===== src/shared/asr_pkg.sv =====
// package: timing constants and types of the static memory controller
package asr_pkg;
  localparam int ADDR_W = 15;
  localparam int DATA_W = 8;
  localparam int CLK_PERIOD_NS = 25;
  // least times, in ns
  localparam int CYCLE_MIN_NS = 55;
  localparam int ADDR_TO_DATA_DELAY_NS = 55;
  localparam int OE_TO_DATA_DELAY_NS = 30;
  localparam int ADDR_TO_WRITE_END_NS = 50;
  localparam int WRITE_PULSE_NS = 40;
  localparam int DATA_SETUP_TO_WRITE_END_NS = 25;
  localparam int OE_OFF_TO_FLOAT_DELAY_NS = 20;
  localparam int RETENTION_EXIT_WAIT_NS = 5000000;
  // cycle counts, least times rounded up, at least one
  function automatic int cyc_up(input int ns);
    int c;
    c = (ns + CLK_PERIOD_NS - 1) / CLK_PERIOD_NS;
    return (c < 1) ? 1 : c;
  endfunction
  // two extra cycles for the data synchroniser
  localparam int READ_CYC = cyc_up(ADDR_TO_DATA_DELAY_NS) + 2;
  localparam int WRITE_CYC = cyc_up(ADDR_TO_WRITE_END_NS);
  localparam int FLOAT_CYC = cyc_up(OE_OFF_TO_FLOAT_DELAY_NS);
  localparam int RET_WAIT_CYC = cyc_up(RETENTION_EXIT_WAIT_NS);
  localparam int CNT_W = 8;
  localparam logic [CNT_W-1:0] CNT_ZERO = 8'h00;
  typedef enum logic [4:0] {
    ASR_IDLE  = 5'b00001,
    ASR_READ  = 5'b00010,
    ASR_WRITE = 5'b00100,
    ASR_GAP   = 5'b01000,
    ASR_RET   = 5'b10000
  } asr_state_t;
endpackage


===== src/shared/asr_sync_if.sv =====
// interface: synchronised pin data between the synchroniser and the controller
`timescale 1ns/1ps
interface asr_sync_if;
  logic [asr_pkg::DATA_W-1:0] data;
  modport src (output data);
  modport dst (input  data);
endinterface


===== src/hw/asr_sync.sv =====
// two flip-flop synchroniser for the data pins
`timescale 1ns/1ps
module asr_sync (
  input  wire logic                       core_clk_i, // clock
  input  wire logic                       ce_i,       // clock enable
  input  wire logic [asr_pkg::DATA_W-1:0] pin_i,      // raw data pins
  asr_sync_if.src                         sync        // synchronised data
);
  import asr_pkg::*;
  logic [DATA_W-1:0] meta;
  logic [DATA_W-1:0] stab;
  logic [DATA_W-1:0] next_meta;
  logic [DATA_W-1:0] next_stab;
  always_comb begin
    next_meta = ce_i ? pin_i : meta;
    next_stab = ce_i ? meta : stab;
  end
  always_ff @(posedge core_clk_i) begin
    meta <= next_meta;
    stab <= next_stab;
  end
  assign sync.data = stab;
endmodule


===== src/hw/asr_ctrl.sv =====
// host controller driving an asynchronous 32k x 8 static memory
`timescale 1ns/1ps
//------------------------------------------------------------
// Functional notes
//------------------------------------------------------------
// Functional notes
// - address valid at least 50 ns before write end
// - select low at least 50 ns before write end
// - write interval at least 40 ns
// - address valid no later than write start
// - address stable past the rising strobe edge
// - write data valid at least 25 ns before write end
// - write data held at least 0 ns after write end
// - host never drives bus while memory drives read data
// - select high before retention; wait 5 ms after retention
module asr_ctrl #(
  parameter int RET_WAIT = asr_pkg::RET_WAIT_CYC // retention exit wait, cycles
) (
  input  wire logic                       core_clk_i,  // 40 MHz clock
  input  wire logic                       rst_n_i,     // sync reset, active low
  input  wire logic                       ce_i,        // clock enable
  input  wire logic                       req_i,       // request pulse
  input  wire logic                       req_wr_i,    // 1 write, 0 read
  input  wire logic [asr_pkg::ADDR_W-1:0] req_addr_i,  // request address
  input  wire logic [asr_pkg::DATA_W-1:0] req_wdata_i, // write data
  input  wire logic                       ret_i,       // retention request level
  output logic                            ready_o,     // accepts a request
  output logic                            done_o,      // cycle finished pulse
  output logic      [asr_pkg::DATA_W-1:0] rdata_o,     // read data
  output logic      [asr_pkg::ADDR_W-1:0] word_addr_o, // memory address
  output logic                            cs_n_o,      // chip select, low
  output logic                            we_n_o,      // write strobe, low
  output logic                            oe_n_o,      // output enable, low
  output logic      [asr_pkg::DATA_W-1:0] byte_io_o,   // data pins out
  output logic                            byte_io_oe_o,// data pins drive
  input  wire logic [asr_pkg::DATA_W-1:0] byte_io_i    // data pins in
);
  import asr_pkg::*;
  if (RET_WAIT < 1) begin : g_bad_wait
    $error("RET_WAIT out of range");
  end
  if (READ_CYC >= 2**CNT_W || WRITE_CYC >= 2**CNT_W || FLOAT_CYC >= 2**CNT_W) begin : g_bad_cnt
    $error("counts too wide");
  end

  asr_sync_if sif ();
  asr_sync u_sync (
    .core_clk_i (core_clk_i),
    .ce_i       (ce_i),
    .pin_i      (byte_io_i),
    .sync       (sif.src)
  );

  //------------------------------------------------------------
  // state
  //------------------------------------------------------------
  asr_state_t        st;
  asr_state_t        next_st;
  logic [CNT_W-1:0]  cnt;
  logic [CNT_W-1:0]  next_cnt;
  logic [31:0]       rcnt;
  logic [31:0]       next_rcnt;
  logic              ret_wait;
  logic              next_ret_wait;
  logic              ready;
  logic              next_ready;
  logic              done;
  logic              next_done;
  logic [DATA_W-1:0] rdata;
  logic [DATA_W-1:0] next_rdata;
  logic [ADDR_W-1:0] addr;
  logic [ADDR_W-1:0] next_addr;
  logic              cs_n;
  logic              next_cs_n;
  logic              we_n;
  logic              next_we_n;
  logic              oe_n;
  logic              next_oe_n;
  logic [DATA_W-1:0] dout;
  logic [DATA_W-1:0] next_dout;
  logic              doe;
  logic              next_doe;

  always_comb begin
    next_st       = st;
    next_cnt      = cnt;
    next_rcnt     = rcnt;
    next_ret_wait = ret_wait;
    next_done     = 1'b0;
    next_rdata    = rdata;
    next_addr     = addr;
    next_cs_n     = cs_n;
    next_we_n     = we_n;
    next_oe_n     = oe_n;
    next_dout     = dout;
    next_doe      = doe;
    next_ready    = 1'b0;
    case (st)
      ASR_IDLE: begin
        if (ret_i) begin
          next_st   = ASR_RET;
          next_cs_n = 1'b1;
        end else if (ret_wait) begin
          if (rcnt <= 32'd1) begin
            next_ret_wait = 1'b0;
            next_ready    = 1'b1;
          end
          next_rcnt = rcnt - 32'd1;
        end else if (req_i && ready) begin
          next_addr = req_addr_i;
          next_cs_n = 1'b0;
          if (req_wr_i) begin
            next_st   = ASR_WRITE;
            next_we_n = 1'b0;
            next_dout = req_wdata_i;
            next_doe  = 1'b1;
            next_cnt  = 8'(WRITE_CYC);
          end else begin
            next_st   = ASR_READ;
            next_oe_n = 1'b0;
            next_cnt  = 8'(READ_CYC);
          end
        end else begin
          next_ready = 1'b1;
        end
      end
      ASR_WRITE: begin
        next_cnt = cnt - 8'h01;
        if (cnt == 8'h01) begin
          next_we_n = 1'b1;
          next_cs_n = 1'b1;
          next_st   = ASR_GAP;
          next_cnt  = 8'(FLOAT_CYC);
          next_done = 1'b1;
        end
      end
      ASR_READ: begin
        next_cnt = cnt - 8'h01;
        if (cnt == 8'h01) begin
          next_rdata = sif.data;
          next_oe_n  = 1'b1;
          next_cs_n  = 1'b1;
          next_st    = ASR_GAP;
          next_cnt   = 8'(FLOAT_CYC);
          next_done  = 1'b1;
        end
      end
      ASR_GAP: begin
        // address and data stay put while memory floats
        next_doe = 1'b0;
        next_cnt = cnt - 8'h01;
        if (cnt <= 8'h01) begin
          next_st    = ASR_IDLE;
          next_ready = !ret_i && !ret_wait;
        end
      end
      ASR_RET: begin
        next_cs_n = 1'b1;
        next_doe  = 1'b0;
        if (!ret_i) begin
          next_st       = ASR_IDLE;
          next_ret_wait = 1'b1;
          next_rcnt     = RET_WAIT;
        end
      end
      default: begin
        next_st = ASR_IDLE;
      end
    endcase
  end

  always_ff @(posedge core_clk_i) begin
    if (!rst_n_i) begin
      st       <= ASR_IDLE;
      cnt      <= CNT_ZERO;
      rcnt     <= 32'h0;
      ret_wait <= 1'b0;
      ready    <= 1'b0;
      done     <= 1'b0;
      rdata    <= 8'h00;
      addr     <= 15'h0000;
      cs_n     <= 1'b1;
      we_n     <= 1'b1;
      oe_n     <= 1'b1;
      dout     <= 8'h00;
      doe      <= 1'b0;
    end else if (ce_i) begin
      st       <= next_st;
      cnt      <= next_cnt;
      rcnt     <= next_rcnt;
      ret_wait <= next_ret_wait;
      ready    <= next_ready;
      done     <= next_done;
      rdata    <= next_rdata;
      addr     <= next_addr;
      cs_n     <= next_cs_n;
      we_n     <= next_we_n;
      oe_n     <= next_oe_n;
      dout     <= next_dout;
      doe      <= next_doe;
    end
  end

  assign ready_o      = ready;
  assign done_o       = done;
  assign rdata_o      = rdata;
  assign word_addr_o  = addr;
  assign cs_n_o       = cs_n;
  assign we_n_o       = we_n;
  assign oe_n_o       = oe_n;
  assign byte_io_o    = dout;
  assign byte_io_oe_o = doe;
endmodule


===== config.mk =====
export PLATFORM = sky130hd
export DESIGN_NAME = asr_ctrl
export DESIGN_NICKNAME = d
export VERILOG_FILES = /design/src/shared/asr_pkg.sv /design/src/shared/asr_sync_if.sv /design/src/hw/asr_sync.sv /design/src/hw/asr_ctrl.sv
export SDC_FILE = /design/constraint.sdc
export NUM_CORES = 1
export LEC_CHECK = 0
export BUFFER_PORTS_ARGS = -buffer_cell sky130_fd_sc_hd__buf_2
export CAP_MARGIN = 10
export CELL_PAD_IN_SITES_DETAIL_PLACEMENT = 0
export CELL_PAD_IN_SITES_GLOBAL_PLACEMENT = 1
export CORE_MARGIN = 2
export CORE_UTILIZATION = 45
export CTS_BUF_LIST = sky130_fd_sc_hd__clkbuf_16
export CTS_CLUSTER_SIZE = 20
export DETAILED_ROUTE_END_ITERATION = 6
export GPL_TIMING_DRIVEN = 1
export HOLD_SLACK_MARGIN = 0.06
export PLACE_DENSITY_LB_ADDON = 0.1
export SLEW_MARGIN = 40
export SYNTH_ARGS = -nofsm -noshare
export SYNTH_HDL_FRONTEND = slang
export SYNTH_SLANG_ARGS = --single-unit

===== constraint.sdc =====
create_clock -name core_clk_i -period 3.7 [get_ports core_clk_i]
set_clock_uncertainty 0.1 [all_clocks]
set_input_delay 0.74 -clock core_clk_i [delete_from_list [all_inputs] [get_ports core_clk_i]]
set_output_delay 0.74 -clock core_clk_i [all_outputs]
set_load 0.1 [all_outputs]

# Word-level counts from Yosys, hierarchy flattened

Index checks and enable logic that the tools add are counted.

Flip-flop bits (word level): 99
Bits of input ports: 37
Output and inout port bits: 37
Word-level logic and storage cells: 114

$add $sub $neg: 2
Order comparisons: 2
Equal/unequal tests: 19
Multiplexer cells: 51
Bitwise operators: 2
Reduce and logical (&&, ||, !) cells: 23

Operators with widths:

| operator                | number |
|---|---|
| $mux W32                | 3 |
| $pmux W32 S2            | 1 |
| $le A32 B1 Y1 const B   | 1 |
| $mux W8                 | 4 |
| $sub A32 B1 Y32 const B | 1 |
| $mux W5                 | 6 |
| $mux W1                 | 27 |
| $pmux W8 S3             | 1 |
| $ne A2 B2 Y1 const B    | 10 |
| $pmux W5 S4             | 1 |
| $reduce_and A5 Y1       | 4 |
| $reduce_and A6 Y1       | 3 |
| $reduce_and A7 Y1       | 2 |
| $pmux W1 S2             | 5 |
| $eq A8 B1 Y1 const B    | 1 |
| $le A8 B1 Y1 const B    | 1 |
| $reduce_bool A2 Y1      | 4 |
| $sub A8 B1 Y8 const B   | 1 |
| $mux W3                 | 2 |
| $ne A3 B3 Y1 const B    | 2 |
| $reduce_bool A3 Y1      | 2 |
| $eq A5 B1 Y1 const B    | 1 |
| $eq A5 B2 Y1 const B    | 1 |
| $eq A5 B3 Y1 const B    | 1 |
| 10 further kinds        | 14 |

# Depth between registers and ports, before layout

Gate-level depths: netlist (run 1).

Word-level depth: 5
Gate-level depth with buffers: 7
Gate-level depth less buffers: 6

# By module

A second synthesis (run 1) with hierarchy kept.

Cell total of the unflattened synthesis: 481
Area total of the unflattened synthesis: 4434.3 um^2

By module, submodules not included:

| module   | instances | cells each | area an instance (um^2) | sequential area each (um^2) |
|---|---|---|---|---|
| asr_ctrl | 1         | 465        | 3953.8                  | 1661.6 |
| asr_sync | 1         | 16         | 480.5                   | 480.5 |

# Worst setup path before layout (run 1)

OpenSTA, ideal clock, no wires.

Path kind: reg2reg
From: register ready (netlist: ready_o)
To: register cnt[0]
Library setup time: 117 ps
Data arrival time: 2379 ps
Data required time: 3483 ps
Path slack: 1103 ps
Stages on the path, launching flop included: 7
Path buffers: 1
Period minus slack after synthesis: 2597 ps
Path through: dfxtp_1 -> nand3b_1 -> or4_1 -> buf_2 -> a31oi_4 -> o221ai_2 -> a32o_1

Longest elaborated chain between the ends: 3

Ends and longest elaborated chain:

| element                     | line            | RTL |
|---|---|---|
| start: declaration          | asr_ctrl.sv:65  | `logic ready;` |
| start signal: assignment    | asr_ctrl.sv:192 | `ready <= next_ready;` |
| $logic_and A1 B1 Y1         | asr_ctrl.sv:109 | `end else if (req_i && ready) begin` |
| $ne A2 B2 Y1 (no line)      | -               |  |
| $reduce_and A5 Y1 (no line) | -               |  |
| end signal: assignment      | asr_ctrl.sv:189 | `cnt <= next_cnt;` |
| end: declaration            | asr_ctrl.sv:59  | `logic [CNT_W-1:0] cnt;` |

No other way between the ends.
A chain may end at the register's enable or synchronous reset.

# Worst setup path in the final report (run 1)

From: input ret_i
To: register rcnt[24]

Longest elaborated chain between the ends: 2
Elaborated cells on any way between the ends: 3
Those cells by class: eq/ne (2); reduce/logical (1)

Ends and longest elaborated chain:

| element                       | line            | RTL |
|---|---|---|
| start: declaration            | asr_ctrl.sv:26  | `input wire logic ret_i,` |
| $ne A2 B2 Y1 (no line)        | -               |  |
| $reduce_and A5 Y1 (no line) * | -               |  |
| end signal: assignment        | asr_ctrl.sv:190 | `rcnt <= next_rcnt;` |
| end: declaration              | asr_ctrl.sv:61  | `logic [31:0] rcnt;` |

Mark *: on every way between the ends. The rest lies on a longest branch, timed or not.

==> run_results.csv, run 1 <==
group,metric,value,unit
run_status,outcome,"finished, final reports clean",
final_layout,regArea,2142,sq um
die,coreArea,9196,sq um
final_layout,areaGrowthSynthToFinish,17.74,%
critical_path,path_max_fanout,9,
yosys,synthFlopType,"dfxtp_1",
power_and_ir_drop,p_clk_share,38.8,%
clocking,cts_setup_buffers,0,
power_and_ir_drop,irDropWorstVdd,287.2,uV
power_and_ir_drop,comb_power_share,12.7,%
power_and_ir_drop,p_seq_share,48.4,%
clocking,ctsLongestPathBuffers,2,
detailed_routing,ant_nets,0,
grt,grt_pass1_wl,17190,microns
detailed_routing,routed-via-count,3575,
critical_path,cp-end-kind,"flop",
sta,setup_viol,0,
sta,setup_slack,1.063,ns
power_and_ir_drop,p_sw,0.0006884,W
die,pin_count,74,
critical_path,cp-start-kind,"input port",
power_and_ir_drop,p_int,0.001699,W
yosys,syn_nets,507,
detailed_routing,wl,10140,microns
yosys,synth_enable_flop_cells,16,
grt,grt_max_degree,46,
clocking,cts.sinks,99,
grt,grt_pass1_vias,3543,
clocking,cts_max_level,3,
sta,fin_crit,2.637,ns
grt,antenna_found_initial,0,
final_layout,fin_util,54.53,%
die,start_util,46.31,%
yosys,synthArstFlopShare,0,%
critical_path,cp.required,3.87,ns
min_path,hp-class,"reg -> reg",
clocking,tritoncts,"yes",
clocking,numCtsBuffers,9,
grt,overflow,0,
yosys,synth.yosys.seq_area_share,50.29,%
sta,grt_setup_unrepaired,"no",
critical_path,criticalPathCategory,"in -> reg",
grt,track_usage,21.04,%
yosys,avgSynthCellArea,9.140,sq um
detailed_routing,drt_iter0_markers,115,
detailed_routing,drt-pass1-iter-count,4,
yosys,syn_inst,466,
sta,worst_slew_pin_slew,0.7284,ns
sta,fmax,0.3792,GHz
clocking,clock-root-buffer,"clkbuf_16",
die,fp.dieArea,10260,sq um
job,cap_violations,0,
detailed_routing,avgViaCountPerCell,5.517,
die,die_w,101.3,microns
yosys,synth_cell_type_count,53,
die,die_h,101.3,microns
sta,finalMaxSlewViolations,0,
final_layout,fillers,868,
final_layout,n_antenna_cell,0,
power_and_ir_drop,sw_frac_of_total,28.83,%
detailed_routing,wire_per_inst,15.65,microns
final_layout,multi_input_area,2007,sq um
die,fp-row-count,35,
clocking,clk_pin_slew,0.08,ns
clocking,cts_hold_buf,0,
sta,min_period_over_period,71.28,%
sta,finalHoldViolCount,0,
sta,relSlewSlack,50.99,%
placed_design,io_buffer_count,73,
final_layout,num-nets-final,573,
sta,tns,0,ns
yosys,ys_warn_count,0,
critical_path,arrival,2.81,ns
detailed_routing,drc,0,
power_and_ir_drop,p_leak,2.046,nW
power_and_ir_drop,power_density,476.1,nW/um^2
placed_design,place_ws,0.7342,ns
yosys,synth_area,4259,sq um
clocking,clk_latency,0.34,ns
final_layout,final_layout_size_suffix_gt1_share,19.37,%
clocking,cts-resized-gates,0,
yosys,synth_seq_cells,99,
placed_design,routabilityCongestion,0.8425,
placed_design,post-dp-hpwl,7055,microns
==> logic make-up after synthesis <==
family / after synthesis / share of synthesized area (%)
compound gates: 86 / 13.16
xor+xnor: 28 / 5.758
mux: 12 / 2.820
flops: 99 / 50.29
simple gates: 207 / 24.06
buf+inv: 30 / 2.732
fa+ha+maj: 4 / 1.175
==> Yosys cell counts, drive strengths merged (2+ instances only) <==
cell / count / share of area [%]
a21oi: 42 / 4.9
a31oi: 6 / 1.2
a32o: 2 / 0.47
and2: 4 / 0.59
and3: 5 / 0.73
buf: 3 / 0.35
clkbuf: 19 / 1.7
dfxtp: 83 / 39
edfxtp: 16 / 11
ha: 4 / 1.2
inv: 8 / 0.71
mux2i: 12 / 2.8
nand2: 63 / 5.6
nand2b: 3 / 0.44
nand3: 13 / 1.5
nand3b: 3 / 0.53
nand4: 7 / 1.2
nand4b: 5 / 1.0
nor2: 57 / 5.0
nor2b: 4 / 0.59
nor3: 10 / 1.3
nor4: 11 / 1.9
o2111a: 2 / 0.53
o2111ai: 2 / 0.41
o21a: 2 / 0.35
o21ai: 11 / 1.3
o221a: 2 / 0.53
o31ai: 3 / 0.53
o41ai: 3 / 0.62
or3: 9 / 1.3
or4: 9 / 1.6
xnor2: 19 / 3.9
xor2: 9 / 1.9
==> cell type report <==
| class | count | area share (%) |
|---|---|---|
| Sequential cell | 99 | 42.71 |
| Multi-Input combinational cell | 337 | 40.02 |
| Timing Repair Buffer | 77 | 7.884 |
| Clock buffer | 9 | 4.491 |
| Tap cell | 111 | 2.769 |
| Clock inverter | 7 | 1.497 |
| Inverter | 8 | 0.6238 |
==> state kept, by name, summed over array words and instances (netlist names) <==
register	flops
rcnt	32
word_addr_o	15
byte_io_o	8
cnt	8
rdata_o	8
u_sync.meta	8
u_sync.sync.data	8
st	5
byte_io_oe_o	1
cs_n_o	1
done_o	1
oe_n_o	1
ready_o	1
ret_wait	1
we_n_o	1
==> routing by layer <==
layer / up-vias / part of all wire (%) / track usage [%]
li1: 1790 / - / -
met1: 1657 / 47 / 28.03
met2: 117 / 45 / 34.13
met3: 11 / 7.1 / 5.383
met4: 0 / 1.0 / 5.717
met5: - / 0 / 0
==> layout by cell type (no fill, tap or decap), types with 9 or more instances in the layout <==
cell type / n
dfxtp_1: 83
buf_2: 73
nand2_1: 63
nor2_1: 57
a21oi_1: 42
xnor2_1: 19
edfxtp_1: 16
nand3_1: 13
mux2i_1: 12
o21ai_0: 11
nor3_1: 9
or4_1: 9
or3_1: 9
nor4_1: 9
xor2_1: 9
clkbuf_16: 9
==> metrics by stage <==
stage	instance area [sq um]	std cells	hold slack, ns	power (W)
final	5015	648	0.3260	0.002388
after global routing	5015	648	0.3319	0.002483
after CTS	5007	648	0.3220	0.002412
after detailed placement	4707	632	0.3045	0.001482
after global placement	4707	632	0.3017	0.001480
after floorplan	4259	466	0.3003	0.001403
==> worst paths after layout <==
path	slack (ns)	cells past startpoint	from	end
worst min-delay path	0.33	0	u_sync.meta[2]	u_sync.sync.data[2]
worst max-delay path	1.06	6	ret_i	rcnt[24]
worst max register to register	1.14	5	st[1]	rcnt[24]
worst min register to register	0.33	0	u_sync.meta[2]	u_sync.sync.data[2]
==> power by group through the flow <==
stage,Clock [W],Sequential [W],Combinational [W]
after floorplan,0,0.00124,0.000160
after global placement,0,0.00118,0.000302
after detailed placement,0,0.00118,0.000302
after CTS,0.000954,0.00116,0.000303
after global routing,0.000988,0.00116,0.000334
final,0.000927,0.00116,0.000304
==> worst max-delay path: stages <==
cell	delay [ns]
buf_2	0.16
nor2b_1	0.49
o2111a_1	0.52
nand2_1	0.24
or4_1	0.51
a21oi_1	0.14
Power figures use the tool's default switching activity.
==> run 2: changes to the inputs <==
--- a/config.mk
+++ b/config.mk
@@ -10,7 +10,7 @@
 export CELL_PAD_IN_SITES_DETAIL_PLACEMENT = 0
 export CELL_PAD_IN_SITES_GLOBAL_PLACEMENT = 1
 export CORE_MARGIN = 2
-export CORE_UTILIZATION = 45
+export CORE_UTILIZATION = 38
 export CTS_BUF_LIST = sky130_fd_sc_hd__clkbuf_16
 export CTS_CLUSTER_SIZE = 20
 export DETAILED_ROUTE_END_ITERATION = 6
==> constraint.sdc (replaced) <==
create_clock -name core_clk_i -period 2.15 [get_ports core_clk_i]
set_clock_uncertainty 0.1 [all_clocks]
set_input_delay 0.43 -clock core_clk_i [delete_from_list [all_inputs] [get_ports core_clk_i]]
set_output_delay 0.43 -clock core_clk_i [all_outputs]
set_load 0.1 [all_outputs]
==> run_results.csv, run 2 (synthesis gave the netlist of run 1 again) <==
group,metric,value,unit
power_and_ir_drop,p_seq_share,47.5,%
die,fp.dieArea,12070,sq um
job,cap_violations,0,
placed_design,post-dp-hpwl,7723,microns
final_layout,areaGrowthSynthToFinish,26.94,%
grt,antenna_found_initial,0,
final_layout,final_common_cell,"dfxtp_1",
final_layout,final_layout_size_suffix_gt1_share,26.56,%
min_path,hp-class,"in -> reg",
final_layout,largest_register,"rcnt",
critical_path,path_max_fanout,6,
critical_path,cp-end-kind,"flop",
grt,grt_max_degree,39,
sta,setup_viol,0,
power_and_ir_drop,irDropWorstVdd,585.6,uV
clocking,tritoncts,"yes",
critical_path,criticalPathCategory,"reg -> reg",
critical_path,cp.required,2.29,ns
final_layout,largest_register_ffs,32,
clocking,cts.sinks,99,
placed_design,io_buffer_count,73,
critical_path,r2r_setup_slack,0.06,ns
clocking,clock-root-buffer,"clkbuf_16",
sta,finalHoldViolCount,0,
grt,grt_pass1_vias,3614,
power_and_ir_drop,p_sw,0.001209,W
placed_design,routabilityCongestion,0.8301,
min_path,whs_path_depth,1,
die,pin_count,74,
detailed_routing,wire_per_inst,15.15,microns
final_layout,mostFrequentLayoutCells,"81 x dfxtp_1, 73 x buf_2, 63 x nand2_1",
critical_path,arrival,2.23,ns
power_and_ir_drop,p_clk_share,38.0,%
grt,track_usage,19.01,%
sta,finalMaxSlewViolations,0,
sta,grt_setup_unrepaired,"yes",
die,fp-row-count,38,
clocking,numCtsBuffers,9,
placed_design,postPlaceCellArea,5060,sq um
critical_path,reg2regPathDepth,5,
critical_path,regToRegStartpoint,"st[1]",
clocking,clk_pin_slew,0.08,ns
final_layout,design_area,5406,sq um
final_layout,fin_util,49.66,%
clocking,cts_hold_buf,0,
power_and_ir_drop,total_power,0.004188,W
power_and_ir_drop,power_density,774.6,nW/um^2
die,die_w,109.9,microns
clocking,cts_max_level,3,
critical_path,cp-start-kind,"flop",
grt,overflow,0,
power_and_ir_drop,p_leak,2.251,nW
min_path,min_to,"u_sync.meta[7]",
sta,min_period_over_period,97.09,%
detailed_routing,drt-pass1-iter-count,4,
sta,worst_slew_pin_slew,0.5145,ns
final_layout,num-nets-final,612,
die,coreArea,10890,sq um
final_layout,fillers,1054,
detailed_routing,avgViaCountPerCell,5.137,
die,start_util,39.12,%
clocking,ctsLongestPathBuffers,2,
power_and_ir_drop,comb_power_share,14.6,%
power_and_ir_drop,p_int,0.002978,W
grt,grt_pass1_wl,17620,microns
sta,fmax,0.4790,GHz
sta,fin_crit,2.088,ns
detailed_routing,drc,0,
die,die_h,109.9,microns
run_status,outcome,"finished, final reports clean",
sta,relSlewSlack,65.93,%
detailed_routing,wl,10850,microns
detailed_routing,ant_nets,0,
detailed_routing,drt_iter0_markers,188,
final_layout,n_antenna_cell,0,
min_path,worstHoldStart,"byte_io_i[7]",
power_and_ir_drop,sw_frac_of_total,28.88,%
clocking,clk_latency,0.36,ns
critical_path,r2r-end,"ret_wait",
detailed_routing,routed-via-count,3678,
run 2: layer usage:
metal,share of wire [%],wire length (microns),track usage (%),vias up
met1,46,5042,23.73,1729
li1,-,-,-,1869
met3,4.0,433,6.343,16
met4,1.8,195,6.420,0
met5,0,0,0,-
met2,48,5177,30.72,64
run 2: metrics by stage:
step / worst slack [ns] / hold WS, ns / TNS, ns / instances
after global routing: -0.03341 / 0.1236 / -0.06327 / 716
after floorplan: -0.07302 / 0.3003 / -0.07302 / 466
after detailed placement: 0.02337 / 0.3054 / 0 / 699
after global placement: 0.06513 / 0.3001 / 0 / 699
final: 0.06249 / 0.1450 / 0 / 716
after CTS: 0.01545 / 0.1313 / 0 / 716
run 2: worst max-delay path, stage by stage, from the launching register on:
cell,delay [ns]
dfxtp_1,0.32
or3_4,0.42
or2_2,0.33
or4_1,0.48
o41ai_2,0.21
a21oi_1,0.10
run 2: final cells by class:
type / instances / area, sq um / area share (%)
timing repair buffer: 116 / 704.4 / 13.03
inverter: 8 / 30.03 / 0.5554
clock buffer: 9 / 225.2 / 4.166
multi-input combinational: 337 / 2056 / 38.02
tap: 140 / 175.2 / 3.240
clock inverter: 7 / 68.82 / 1.273
sequential: 99 / 2147 / 39.71
run 2: what timing repair did:
action,4_1_cts,5_1_grt
pin swaps,1,1
endpoints found under the setup margin,1,19
resized for setup,1,10
buffers inserted,1,0
run 2: power by group through the flow:
| stage | sequential, W | clock, W | combinational (W) |
|---|---|---|---|
| floorplan | 0.00214 | 0 | 0.000281 |
| global placement | 0.00203 | 0 | 0.000591 |
| detailed placement | 0.00203 | 0 | 0.000593 |
| CTS | 0.00198 | 0.00165 | 0.000600 |
| global route | 0.00199 | 0.00172 | 0.000663 |
| finish | 0.00199 | 0.00159 | 0.000610 |
run 2: worst max-delay path by stage:
stage / start / end / slack, ns
floorplan: st[1] / ret_wait / -0.07
detailed placement: st[1] / cnt[0] / 0.02
global route: rcnt[5] / rcnt[24] / -0.03
CTS: st[1] / ret_wait / 0.02
finish: st[1] / ret_wait / 0.06
global placement: st[1] / cnt[0] / 0.07
==> run 3: changes to the inputs <==
--- a/config.mk
+++ b/config.mk
@@ -5,15 +5,15 @@
 export SDC_FILE = /design/constraint.sdc
 export NUM_CORES = 1
 export LEC_CHECK = 0
-export BUFFER_PORTS_ARGS = -buffer_cell sky130_fd_sc_hd__buf_2
 export CAP_MARGIN = 10
 export CELL_PAD_IN_SITES_DETAIL_PLACEMENT = 0
 export CELL_PAD_IN_SITES_GLOBAL_PLACEMENT = 1
 export CORE_MARGIN = 2
-export CORE_UTILIZATION = 38
+export CORE_UTILIZATION = 43
 export CTS_BUF_LIST = sky130_fd_sc_hd__clkbuf_16
 export CTS_CLUSTER_SIZE = 20
 export DETAILED_ROUTE_END_ITERATION = 6
+export DONT_BUFFER_PORTS = 1
 export GPL_TIMING_DRIVEN = 1
 export HOLD_SLACK_MARGIN = 0.06
 export PLACE_DENSITY_LB_ADDON = 0.1
==> constraint.sdc (replaced) <==
create_clock -name core_clk_i -period 1.82 [get_ports core_clk_i]
set_clock_uncertainty 0.1 [all_clocks]
set_input_delay 0.364 -clock core_clk_i [delete_from_list [all_inputs] [get_ports core_clk_i]]
set_output_delay 0.364 -clock core_clk_i [all_outputs]
set_load 0.1 [all_outputs]
==> run_results.csv, run 3 (synthesis gave the netlist of run 1 again) <==
group,metric,value,unit
critical_path,endpoint,"rcnt[25]",
grt,overflow,0,
sta,fmax,0.4850,GHz
detailed_routing,drc,0,
clocking,numCtsBuffers,9,
power_and_ir_drop,power_density,774.8,nW/um^2
critical_path,cp_top_family,"simple AND/OR/NAND/NOR gates",
detailed_routing,routed-via-count,4110,
critical_path,criticalPathCategory,"reg -> reg",
grt,grt_pass1_wl,19740,microns
grt,use_met3,4.279,%
sta,timing.hold.ws,0.06486,ns
power_and_ir_drop,irDropWorstVdd,472.9,uV
power_and_ir_drop,sw_frac_of_total,30.38,%
die,start_util,43.98,%
power_and_ir_drop,p_seq_share,43.0,%
final_layout,areaGrowthSynthToFinish,65.51,%
placed_design,routabilityCongestion,0.8292,
grt,track_usage,22.73,%
clocking,clk_latency,0.35,ns
detailed_routing,drt-pass1-iter-count,4,
power_and_ir_drop,p_clk_share,36.3,%
die,coreArea,9684,sq um
detailed_routing,avgViaCountPerCell,5.331,
critical_path,cp-start-kind,"flop",
placed_design,postPlaceCellArea,5416,sq um
clocking,cts.sinks,99,
sta,finalHoldViolCount,0,
critical_path,r2r-end,"rcnt[25]",
detailed_routing,ant_nets,0,
sta,fin_crit,2.062,ns
placed_design,post-dp-hpwl,7730,microns
final_layout,design_area,7049,sq um
detailed_routing,wl,13300,microns
final_layout,final_common_cell,"buf_4",
clocking,clk_pin_slew,0.07,ns
critical_path,crit_chain,"or4_4 > nor3_4 > buf_6 > nand4_4 > or4_4 > a21oi_2",
sta,min_period_over_period,113.3,%
final_layout,largest_register_ffs,32,
run_status,violations,"negative setup slack",
die,fp.dieArea,10720,sq um
critical_path,cpMaxStageDelayCell,"or4_4",
clocking,tritoncts,"yes",
critical_path,regToRegStartpoint,"rcnt[20]",
critical_path,cp-end-kind,"flop",
power_and_ir_drop,p_leak,2.847,nW
sta,grt_setup_unrepaired,"yes",
die,die_w,103.5,microns
power_and_ir_drop,total_power,0.005462,W
clocking,clock-root-buffer,"clkbuf_16",
detailed_routing,drt_iter0_markers,120,
final_layout,num-nets-final,674,
sta,setup_slack,-0.2419,ns
min_path,hp-class,"in -> reg",
critical_path,cp-startpoint,"rcnt[20]",
power_and_ir_drop,comb_power_share,20.7,%
grt,grt_pass1_vias,4082,
die,die_h,103.5,microns
detailed_routing,wire_per_inst,17.25,microns
final_layout,fin_cells,771,
grt,use_met2,38.79,%
critical_path,path_buf_inv,1,
critical_path,arrival,2.25,ns
die,pin_count,74,
grt,busiest_layer,"met2",
critical_path,path_max_fanout,8,
critical_path,r2r_setup_slack,-0.24,ns
sta,finalMaxSlewViolations,0,
critical_path,cp.required,2.01,ns
final_layout,regArea,2160,sq um
clocking,cts_max_level,3,
clocking,ctsLongestPathBuffers,2,
final_layout,largest_register,"rcnt",
run_status,outcome,"finished with violations",
grt,antenna_found_initial,0,
final_layout,fillers,688,
sta,worst_slew_pin_slew,0.7267,ns
sta,setup_viol,64,
grt,use_met1,28.45,%
critical_path,cp.depth,6,
grt,grt_max_degree,30,
critical_path,reg2regPathDepth,6,
die,fp-row-count,36,
critical_path,max_stage_delay,0.54,ns
final_layout,n_antenna_cell,0,
placed_design,io_buffer_count,0,
power_and_ir_drop,p_int,0.003803,W
critical_path,critPathMostFrequentCell,"or4_4",
sta,relSlewSlack,51.40,%
job,cap_violations,0,
final_layout,multi_input_area,2739,sq um
final_layout,mostFrequentLayoutCells,"110 x buf_4, 71 x dfxtp_1, 56 x nor2_1",
placed_design,dp.cells,699,
final_layout,final_layout_size_suffix_gt1_share,46.87,%
power_and_ir_drop,p_sw,0.001659,W
## run 3: cell types whose count changed in the layout (fill, tap and decap cells not counted), moves of 17 or more
cell,delta
buf_2,-73
dlygate4sd3_1,+33
buf_4,+69
a21oi_1,-26
buf_6,+24
a21oi_2,+26
nand2_1,-35
nand2_4,+17
nand2_2,+18
## run 3: metal layers
layer / routed length (microns) / part of all wire [%] / vias to the layer above
met2: 6828 / 51 / 104
met1: 5524 / 42 / 2004
li1: - / - / 1990
met5: 0 / 0 / -
met4: 178 / 1.3 / 0
met3: 770 / 5.8 / 12
## run 3: area by class of cell
cell class	instances	share of cell area (%)
Multi-Input combinational cell	337	38.85
Tap cell	133	2.361
Clock buffer	9	3.195
Inverter	8	0.4260
Sequential cell	99	30.64
Timing Repair Buffer	178	23.34
Clock inverter	7	1.189
## run 3: worst min-delay path by stage
stage,endpoint,slack (ns),start,cells past startpoint
final,st[2],0.06,rst_n_i,2
after global routing,cnt[2],0.07,rst_n_i,1
after CTS,cnt[2],0.06,rst_n_i,1
after detailed placement,u_sync.sync.data[0],0.30,u_sync.meta[0],0
after global placement,u_sync.sync.data[6],0.30,u_sync.meta[6],0
after floorplan,u_sync.sync.data[0],0.30,u_sync.meta[0],0
## run 3: power by group through the flow
stage,Clock (W),Combinational [W],Sequential [W]
2_1_floorplan,0,0.000384,0.00253
3_3_place_gp,0,0.000764,0.00239
3_5_place_dp,0,0.000770,0.00239
4_1_cts,0.00201,0.000960,0.00234
5_1_grt,0.00209,0.00119,0.00236
6_report,0.00198,0.00113,0.00235
## run 3: repair_timing
action | in CTS | in global routing
hold endpoints to repair | 53 | 1
gates resized for setup | 62 | 122
cloned | 1 | 1
pin swaps | 35 | 68
setup endpoints to repair | 67 | 81
hold buffers | 32 | 1
buffers inserted | 12 | 11
## run 3: through the flow
step                setup slack [ns]  setup TNS [ns]  util [%]
global placement             -0.3185          -5.985     55.93
CTS                          -0.2136          -4.048     66.71
global route                 -0.3181          -10.79     72.79
finish                       -0.2419          -7.333     72.79
floorplan                    -0.3969          -8.234         -
detailed placement           -0.3463          -6.747     55.93
